===== src/shared/gmc_defines.svh =====
// Offsets, field positions, reset values and timing counts of the global misc registers
`ifndef GMC_DEFINES_SVH
`define GMC_DEFINES_SVH
`define GMC_OFS_GLOBAL_CFG 12'h398
`define GMC_OFS_FRONT_PULL 12'h39c
`define GMC_OFS_REAR_PULL 12'h3a0
`define GMC_OFS_CORR_CTRL 12'h3a4
`define GMC_OFS_THERMO_TRIG 12'h3a8
`define GMC_OFS_THERMO_DATA 12'h3ac
`define GMC_OFS_FW_VERSION 12'h3fc
`define GMC_BIT_DMA_ENDIAN 0
`define GMC_BIT_ACK_MODE 1
`define GMC_BIT_CORR_BUSY 16
`define GMC_BIT_SAMPLE_GO 0
`define GMC_BIT_AUTO_SAMPLE 1
`define GMC_CORR_UNLOCK_KEY 16'habcd
`define GMC_RST_CORR_KEY 16'h0000
`define GMC_RST_PULL 2'h0
`define GMC_CLK_HZ 100000000
`define GMC_AUTO_PERIOD_S 1
`define GMC_AUTO_PERIOD_CYC (`GMC_CLK_HZ * `GMC_AUTO_PERIOD_S)
`endif


===== src/shared/gmc_pkg.sv =====
// Types shared by the global misc register bank
package gmc_pkg;
  typedef enum logic [1:0] {
    GMC_PULL_FLOAT,
    GMC_PULL_5V,
    GMC_PULL_3V3,
    GMC_PULL_GND
  } gmc_pull_t;
  typedef enum logic {
    GMC_ACK_WRITE,
    GMC_ACK_READ
  } gmc_ack_t;
endpackage : gmc_pkg


===== src/logic/gmc_tick_div.sv =====
// Divider that issues a one-cycle enable pulse every PERIOD cycles
`timescale 1ns/100ps
module gmc_tick_div #(
  parameter int PERIOD = 100000000
) (
  input wire logic mclk,
  input wire logic nrst,
  input wire logic run,
  output logic tick
);
  localparam int CW = $clog2(PERIOD + 1);
  logic [CW-1:0] count;
  logic at_end;

  if (PERIOD < 2) begin : g_bad_period
    $error("gmc_tick_div: PERIOD must be at least 2");
  end

  assign at_end = (count == CW'(PERIOD - 1));

  always_ff @(posedge mclk or negedge nrst) begin
    if (!nrst) begin
      count <= '0;
      tick <= 1'b0;
    end else if (!run) begin
      count <= '0;
      tick <= 1'b0;
    end else begin
      count <= at_end ? '0 : count + CW'(1);
      tick <= at_end;
    end
  end
endmodule : gmc_tick_div


===== src/logic/gmc_regs.sv =====
// Global miscellaneous configuration and status register bank
// Notes on behaviour
// - Config bit 1 picks interrupt acknowledge: 0 write-one clear, 1 read clear; resets 0.
// - In write-clear style a status bit clears only on a written one.
// - In read-clear style reading a status register clears its pending bits.
// - Config bit 0 selects DMA byte order; 0 little endian; resets 0.
// - Front pull field: 00 float, 01 5V, 10 3.3V, 11 ground; resets 00.
// - Rear connector pull field uses the same coding; resets 00.
// - After reset the store is copied from the EEPROM; busy bit 16 high meanwhile.
// - Correction space writes accepted only while the key field holds the unlock key.
// - Key leaving the unlock value starts an EEPROM update procedure.
// - Busy bit is high while that update accesses the EEPROM.
// - With auto sample set, temperature data refreshes once every second.
// - Without auto sample, data changes only after writing 1 to the go bit.
// - Temperature data is the 13-bit result sign-extended to 32 bits; resets 0.
// - Register value divided by 256 gives degrees Celsius.
// - Firmware version register returns major, minor, revision and build.
// - Status bits set only when enabled and the event occurs; reset 0.
`timescale 1ns/100ps
`include "gmc_defines.svh"
module gmc_regs #(
  parameter logic [31:0] FIRMWARE_BUILD_ID = 32'h0001_0000,
  parameter int AUTO_PERIOD = `GMC_AUTO_PERIOD_CYC,
  parameter int NUM_IRQ = 20
) (
  input wire logic mclk,
  input wire logic nrst,
  // Host register port
  input wire logic [11:0] reg_addr,
  input wire logic reg_wr,
  input wire logic reg_rd,
  input wire logic [31:0] reg_wdata,
  output logic [31:0] reg_rdata,
  // Configuration outputs
  output logic dma_big_endian,
  output gmc_pkg::gmc_ack_t irq_ack_mode,
  output gmc_pkg::gmc_pull_t front_pull_select,
  output gmc_pkg::gmc_pull_t rear_pull_select,
  // Interrupt status helper for a status register elsewhere in the map
  input wire logic [NUM_IRQ-1:0] irq_event,
  input wire logic [NUM_IRQ-1:0] irq_enable,
  input wire logic irq_status_wr,
  input wire logic irq_status_rd,
  input wire logic [NUM_IRQ-1:0] irq_status_wdata,
  output logic [NUM_IRQ-1:0] irq_status,
  // Correction store engine
  output logic corr_write_allow,
  output logic corr_load_start,
  output logic corr_save_start,
  input wire logic corr_engine_busy,
  // Temperature sensor engine
  output logic thermo_read_start,
  input wire logic thermo_done,
  input wire logic [12:0] thermo_result
);
  logic cfg_ack_read;
  logic cfg_dma_big;
  logic [1:0] front_pull;
  logic [1:0] rear_pull;
  logic [15:0] corr_write_key;
  logic load_pending;
  logic corr_store_busy;
  logic thermo_auto_sample;
  logic thermo_sample_go;
  logic thermo_in_flight;
  logic [31:0] thermo_data;
  logic auto_tick;
  logic busy_sync1;
  logic busy_sync2;
  logic busy_core;
  logic await_engine;

  if (NUM_IRQ < 1 || NUM_IRQ > 32) begin : g_bad_irq
    $error("gmc_regs: NUM_IRQ out of range");
  end
  if (AUTO_PERIOD < 2) begin : g_bad_period
    $error("gmc_regs: AUTO_PERIOD too small");
  end

  wire sel_cfg = (reg_addr == `GMC_OFS_GLOBAL_CFG);
  wire sel_front = (reg_addr == `GMC_OFS_FRONT_PULL);
  wire sel_rear = (reg_addr == `GMC_OFS_REAR_PULL);
  wire sel_corr = (reg_addr == `GMC_OFS_CORR_CTRL);
  wire sel_trig = (reg_addr == `GMC_OFS_THERMO_TRIG);
  wire sel_data = (reg_addr == `GMC_OFS_THERMO_DATA);
  wire sel_fw = (reg_addr == `GMC_OFS_FW_VERSION);

  wire wr_corr = reg_wr && sel_corr;
  wire wr_trig = reg_wr && sel_trig;
  wire key_open = (corr_write_key == `GMC_CORR_UNLOCK_KEY);
  // Relock: a write moves the key away from the unlock value
  wire relock = wr_corr && key_open && !busy_core &&
    (reg_wdata[15:0] != `GMC_CORR_UNLOCK_KEY);
  wire go_write = wr_trig && reg_wdata[`GMC_BIT_SAMPLE_GO];
  // A done in the launch cycle frees the sensor, so the new request is not lost
  wire launch = (!thermo_in_flight || thermo_done) &&
    (go_write || (thermo_auto_sample && auto_tick));

  // Busy comes from an engine on slower serial timing, so synchronise it
  always_ff @(posedge mclk or negedge nrst) begin
    if (!nrst) begin
      busy_sync1 <= 1'b1;
      busy_sync2 <= 1'b1;
    end else begin
      busy_sync1 <= corr_engine_busy;
      busy_sync2 <= busy_sync1;
    end
  end

  // Relock write itself is not gated by its own save pulse
  assign busy_core = load_pending || await_engine || busy_sync2;
  assign corr_store_busy = busy_core || corr_save_start;
  assign corr_write_allow = key_open;
  assign corr_save_start = relock;
  assign thermo_read_start = launch;
  assign irq_ack_mode = cfg_ack_read ? gmc_pkg::GMC_ACK_READ : gmc_pkg::GMC_ACK_WRITE;
  assign dma_big_endian = cfg_dma_big;
  assign front_pull_select = gmc_pkg::gmc_pull_t'(front_pull);
  assign rear_pull_select = gmc_pkg::gmc_pull_t'(rear_pull);

  gmc_tick_div #(
    .PERIOD(AUTO_PERIOD)
  ) gmc_tick_div_i (
    .mclk(mclk),
    .nrst(nrst),
    .run(thermo_auto_sample),
    .tick(auto_tick)
  );

  always_ff @(posedge mclk or negedge nrst) begin
    if (!nrst) begin
      cfg_ack_read <= 1'b0;
      cfg_dma_big <= 1'b0;
    end else if (reg_wr && sel_cfg) begin
      cfg_ack_read <= reg_wdata[`GMC_BIT_ACK_MODE];
      cfg_dma_big <= reg_wdata[`GMC_BIT_DMA_ENDIAN];
    end
  end

  always_ff @(posedge mclk or negedge nrst) begin
    if (!nrst) begin
      front_pull <= `GMC_RST_PULL;
      rear_pull <= `GMC_RST_PULL;
    end else begin
      if (reg_wr && sel_front) front_pull <= reg_wdata[1:0];
      if (reg_wr && sel_rear) rear_pull <= reg_wdata[1:0];
    end
  end

  // Load runs once after reset; held busy until the engine reports it
  always_ff @(posedge mclk or negedge nrst) begin
    if (!nrst) begin
      load_pending <= 1'b1;
      corr_load_start <= 1'b0;
    end else begin
      corr_load_start <= 1'b0;
      if (load_pending && !busy_sync2 && !corr_load_start) begin
        corr_load_start <= 1'b1;
      end
      if (corr_load_start) load_pending <= 1'b0;
    end
  end

  // Bridges the sync delay so busy never dips before the engine answers
  // Limitation: an engine that never raises busy keeps the store busy until reset
  always_ff @(posedge mclk or negedge nrst) begin
    if (!nrst) begin
      await_engine <= 1'b0;
    end else if (corr_load_start || corr_save_start) begin
      await_engine <= 1'b1;
    end else if (busy_sync2) begin
      await_engine <= 1'b0;
    end
  end

  // Key cannot change while the store is busy; a stray write would corrupt an update
  always_ff @(posedge mclk or negedge nrst) begin
    if (!nrst) begin
      corr_write_key <= `GMC_RST_CORR_KEY;
    end else if (wr_corr && !busy_core) begin
      corr_write_key <= reg_wdata[15:0];
    end
  end

  always_ff @(posedge mclk or negedge nrst) begin
    if (!nrst) begin
      thermo_auto_sample <= 1'b0;
    end else if (wr_trig) begin
      thermo_auto_sample <= reg_wdata[`GMC_BIT_AUTO_SAMPLE];
    end
  end

  // Go bit stays set until the result lands; a new go write wins over done
  always_ff @(posedge mclk or negedge nrst) begin
    if (!nrst) begin
      thermo_sample_go <= 1'b0;
      thermo_in_flight <= 1'b0;
    end else begin
      if (launch) thermo_in_flight <= 1'b1;
      else if (thermo_done) thermo_in_flight <= 1'b0;
      if (go_write) thermo_sample_go <= 1'b1;
      else if (thermo_done) thermo_sample_go <= 1'b0;
    end
  end

  // Result kept raw: value/256 is degrees Celsius
  always_ff @(posedge mclk or negedge nrst) begin
    if (!nrst) begin
      thermo_data <= 32'h0000_0000;
    end else if (thermo_done && thermo_in_flight) begin
      thermo_data <= {{19{thermo_result[12]}}, thermo_result};
    end
  end

  // Set wins over clear in both styles
  logic [NUM_IRQ-1:0] irq_set;
  logic [NUM_IRQ-1:0] irq_clr;
  assign irq_set = irq_event & irq_enable;
  assign irq_clr = cfg_ack_read ? (irq_status_rd ? irq_status : '0)
                                : (irq_status_wr ? irq_status_wdata : '0);

  always_ff @(posedge mclk or negedge nrst) begin
    if (!nrst) begin
      irq_status <= '0;
    end else begin
      irq_status <= (irq_status & ~irq_clr) | irq_set;
    end
  end

  // Read mux; unmapped offsets read zero
  logic [31:0] rd_mux;
  assign rd_mux =
    sel_cfg ? {30'h0, cfg_ack_read, cfg_dma_big} :
    sel_front ? {30'h0, front_pull} :
    sel_rear ? {30'h0, rear_pull} :
    sel_corr ? {15'h0, corr_store_busy, corr_write_key} :
    sel_trig ? {30'h0, thermo_auto_sample, thermo_sample_go} :
    sel_data ? thermo_data :
    sel_fw ? FIRMWARE_BUILD_ID :
    32'h0000_0000;

  always_ff @(posedge mclk or negedge nrst) begin
    if (!nrst) begin
      reg_rdata <= 32'h0000_0000;
    end else if (reg_rd) begin
      reg_rdata <= rd_mux;
    end
  end
endmodule : gmc_regs


===== config.mk =====
export PLATFORM = sky130hd
export DESIGN_NAME = gmc_regs
export DESIGN_NICKNAME = d
export VERILOG_FILES = /design/src/shared/gmc_pkg.sv /design/src/logic/gmc_tick_div.sv /design/src/logic/gmc_regs.sv
export VERILOG_INCLUDE_DIRS = /design/src /design/src/shared
export SDC_FILE = /design/constraint.sdc
export NUM_CORES = 1
export LEC_CHECK = 0
export ABC_AREA = 1
export BUFFER_PORTS_ARGS = -buffer_cell sky130_fd_sc_hd__buf_2
export CELL_PAD_IN_SITES_DETAIL_PLACEMENT = 2
export CELL_PAD_IN_SITES_GLOBAL_PLACEMENT = 2
export CORE_MARGIN = 4
export CORE_UTILIZATION = 31
export DETAILED_ROUTE_END_ITERATION = 10
export PLACE_DENSITY = 0.95
export SYNTH_ARGS = -nofsm -noshare
export SYNTH_HDL_FRONTEND = slang
export SYNTH_SLANG_ARGS = --single-unit

===== constraint.sdc =====
create_clock -name mclk -period 3.7 [get_ports mclk]
set_clock_uncertainty 0.05 [all_clocks]
set_input_delay 0.74 -clock mclk [delete_from_list [all_inputs] [get_ports mclk]]
set_output_delay 0.74 -clock mclk [all_outputs]
set_load 0.01 [all_outputs]

======== Yosys cells after proc, flatten, opt, wreduce, memory -nomap -nowiden ========
Index checks and enable logic that the tools add are counted.
storage, ports and cells
  register bits ........................... 123
  input port bits ......................... 125
  output and inout port bits .............. 62
  logic and storage cells ................. 81
operators by class
  add/sub/neg operators ................... 1
  equal/unequal tests ..................... 10
  multiplexer cells ....................... 20
  bitwise logic cells ..................... 4
  reductions and logical operators ........ 28
operators by type and width
  cell                     number
  $mux W32                 6
  $eq A12 B10 Y1 const B   7
  $mux W20                 3
  $mux W27                 2
  $and A20 B20 Y20         2
  $add A27 B1 Y27 const B  1
  $eq A27 B27 Y1 const B   1
  $not A20 Y20             1
  $or A20 B20 Y20          1
  $mux W17                 1
  $eq A16 B16 Y1 const B   1
  $ne A16 B16 Y1 const B   1
  $logic_and A1 B1 Y1      15
  $mux W1                  8
  $logic_or A1 B1 Y1       6
  $reduce_bool A2 Y1       3
  $logic_not A1 Y1         4

======== Logic depth before layout (Yosys ltp) ========
  word-level depth ........................ 10
  depth in mapped cells ................... 12

======== Cells and area by module ========
Synthesis repeated with hierarchy kept, for this count alone.
unflattened totals
  cell total of the unflattened synthesis .. 661
  area total of the unflattened synthesis .. 5532.8 µm²
by module, submodules not included
  module        instances  cells each  area each (µm²)  seq. area each (µm²)
  gmc_regs      1          437         3822.4           2030.7
  gmc_tick_div  1          224         1710.4           700.7

======== Least setup slack after synthesis ========
No wires, ideal clock.
  kind .................................... input to output
  from .................................... in reg_addr[9]
  to ...................................... out corr_save_start
  data arrival time ....................... 1.803 ns
  required time ........................... 2.910 ns
  setup slack ............................. 1.107 ns
  stages .................................. 8
  buffers on the path ..................... 1
  cell sequence ........................... nand2_1 > nor3_4 > nand2_2 > nor2_2 > and3_4 > nand2_4 > buf_6 > nor2_1
on the way
  longest elaborated chain between the ends .. 5
ends and longest elaborated chain
  item                               RTL line        RTL
  start: declaration                 gmc_regs.sv:29  input wire logic [11:0] reg_addr,
  $eq A12 B10 Y1 (no source line)    n/a
  $logic_and A1 B1 Y1                gmc_regs.sv:88  wire wr_corr = reg_wr && sel_corr;
  $logic_and A1 B1 Y1 (3 in series)  gmc_regs.sv:92  wire relock = wr_corr && key_open && !busy_core &&
  end: declaration                   gmc_regs.sv:49  output logic corr_save_start,
No other way between the ends.

======== Worst setup path in the final report ========
  from .................................... in reg_addr[4]
  to ...................................... out corr_save_start
Same word-level chain as after synthesis.

==> flow_summary.ini <==
[layout]
nFillCells = 1988
antenna_cells = 0
multi_input_area_sq_um = 2310
seq_area_sq_um = 2730
final_cell_area_sq_um = 6770
post-route-util_pct = 39.1
drive_above_1_share_pct = 28.1
nets = 925
area_growth_pct = 24.0

[yosys]
synthMuxAreaShare_pct = 2.68
synth_area_leaders = dfrtp_1 (49%), nand2_1 (11%), nand3_1 (5.9%)
synth_top_area_share_pct = 48.6
async_flop_share_pct = 100
synth_xor_area_share_pct = 2.41
synth.avg_cell_area_sq_um = 8.45
synth-seq-cells = 109
synth.distinct_cells = 34
yosys.area.top_type = dfrtp_1
synth_common_cells = nand2_1 (158), dfrtp_1 (106), nor2_1 (81), nand3_1 (64), inv_1 (56)
ys_seq_area_share_pct = 50.0
synth-warning-count = 0
synth_top_family_by_area = simple AND/OR/NAND/NOR gates
synth_edf_count = 0
synthCells = 646
synth-compound-area-share_pct = 8.85
synth-simple-area-share_pct = 28.2
netlist_area_sq_um = 5460
ys.flop_type = dfrtp_1
synthesis.nets = 772
synth_fa_ha_area_share_pct = 0.229
yosysMostFrequentCell = nand2_1

[worst_hold_path]
hold_class = reg -> reg

[run_status]
run_status = finished clean

[timing]
finalSetupViolCount = 0
finalSetupTns_ns = 0
rsz0062_at_grt = false
worst_pin_slew_ns = 0.843
fin_crit_sh_pct = 84.2
fin_crit_ns = 3.12
hold_viol = 0
fmaxAchievable_mhz = 321
slew_headroom_pct = 43.7
report.final.slew_viol_count = 0
worst_slack_ns = 0.583

[worst_setup_path]
crit_required_ns = 2.91
cp-end-kind = primary output
r2r_setup_slack_ns = 1.30
critical_path.cell_chain = buf_2 > inv_1 > nand2_1 > nor2_1 > nand2_2 > nor2_2 > and3_4 > nand2_4 > nor2_1 > buf_2
crit_path_max_fanout = 25
crit_path_start_kind = input pin
cp.arrival_ns = 2.33
crit_slowest_cell = and3_4
worstSetupPathType = in -> out
max_stage_delay_ns = 0.32

[die]
die_x_um = 141
ios = 187
core_sq_um = 17300
die_area_sq_um = 19800
initial_utilization_pct = 31.6
die_h_um = 141
num_rows = 48

[power]
power_density_nw_per_um2 = 414
p_leak_uw = 0.00346
ir_drop_mv = 0.224

[placed_design]
gp_congestion = 0.839
dp_hpwl_mm = 15.9
placed_area_sq_um = 6440
pre_cts_ws_ns = 0.576
io_buffers = 170

[global_route]
grt_overflow = 0
grt_pass1_wl_mm = 34.0
grt_usage_pct = 22.0
grt_max_degree = 59
antenna_found_initial = 0
grt_pass1_vias = 6207

[cts]
clkTransAtPathRegs_ns = 0.09
clk_latency_ns = 0.37
ctsHtreeMaxLevel = 3
cts_made_buffers = 9
root_buffer = clkbuf_16
cts_buffer_depth = 2
cts_sinks = 109
cts_hold_buf = 0
postCtsSetupBuffers = 0
cts_resized = 0
cts_tree = built

[route]
wl_mm = 21.6
num_vias = 5332
ant_nets = 0
drt_iter0_markers = 214
drc = 0
wl_per_cell_um = 21.0
via_per_inst = 5.18
first_pass_iters = 4

[run]
cap_violations = 0
==> worst paths after layout <==
| kind | from | endpoint | cells past startpoint |
|---|---|---|---|
| min in group asynchronous | nrst | reg_rdata[30] | 1 |
| max reg2reg | gmc_tick_div_i.count[0] | gmc_tick_div_i.count[18] | 8 |
| max | reg_addr[4] | corr_save_start | 10 |
| max in group asynchronous | nrst | busy_sync1 | 2 |
| min reg2reg | busy_sync1 | busy_sync2 | 0 |
| min | busy_sync1 | busy_sync2 | 0 |
==> cell usage in the layout (no fill, tap or decap), types with 2 or more instances in the layout <==
master	instances
nand3b_1	2
inv_1	56
dfrtp_1	106
buf_4	5
nand2_1	158
buf_2	169
dfstp_2	3
nand3_1	64
o21ai_2	9
xor2_1	8
nand4_1	15
inv_8	2
or2_2	2
o21ai_0	19
clkinv_8	2
o21ai_1	2
xnor2_1	7
mux2_2	13
nand2_2	3
a21oi_1	4
clkbuf_16	9
nor3_1	23
a32o_1	20
nor2_1	81
a22o_1	9
clkinv_4	2
==> kinds of logic after synthesis <==
kind of cell    after synthesis
xor+xnor                     15
flops                       109
fa+ha+maj                     1
buf+inv                      90
compound gates               63
simple gates                355
mux                          13
==> state kept, by name (all words and copies together), names as in the netlist, 2 cells and up <==
name,flops
front_pull_select,2
thermo_data,13
irq_status,20
rear_pull_select,2
reg_rdata,18
gmc_tick_div_i.count,27
corr_write_key,16
==> layer usage <==
metal	track usage, %	routed length (um)	vias to the layer above	share of wire (%)
li1	-	-	2441	-
met1	23.2	8010	2702	37
met5	0	0	-	0
met3	3.77	904	38	4.2
met2	43.4	12200	151	56
met4	7.96	501	0	2.3
==> worst max-delay path, delay by kind of cell <==
kind	cells	cell delay [ns]
buffers and inverters	3	0.32
and+or+nand+nor	7	1.27
==> layout make-up <==
| class | count | share of cell area [%] |
|---|---|---|
| Sequential cell | 109 | 40.4 |
| Timing Repair Buffer | 175 | 13.3 |
| Multi-Input combinational cell | 447 | 34.1 |
| Clock inverter | 7 | 1.52 |
| Clock buffer | 9 | 3.33 |
| Tap cell | 225 | 4.16 |
| Inverter | 57 | 3.16 |
==> where the power goes <==
part           switching, uW  internal, uW
combinational            233           156
sequential              65.9          1270
clock                    523           550
total                    821          1980
==> per-stage QoR <==
stage               hold slack, ns  total power, uW  cells
global route                 0.319             2930   1029
finish                       0.315             2800   1029
CTS                          0.320             2840   1029
global placement             0.313             1720   1013
floorplan                    0.295             1550    646
detailed placement           0.310             1750   1013
(Power assumes the default switching activity.)
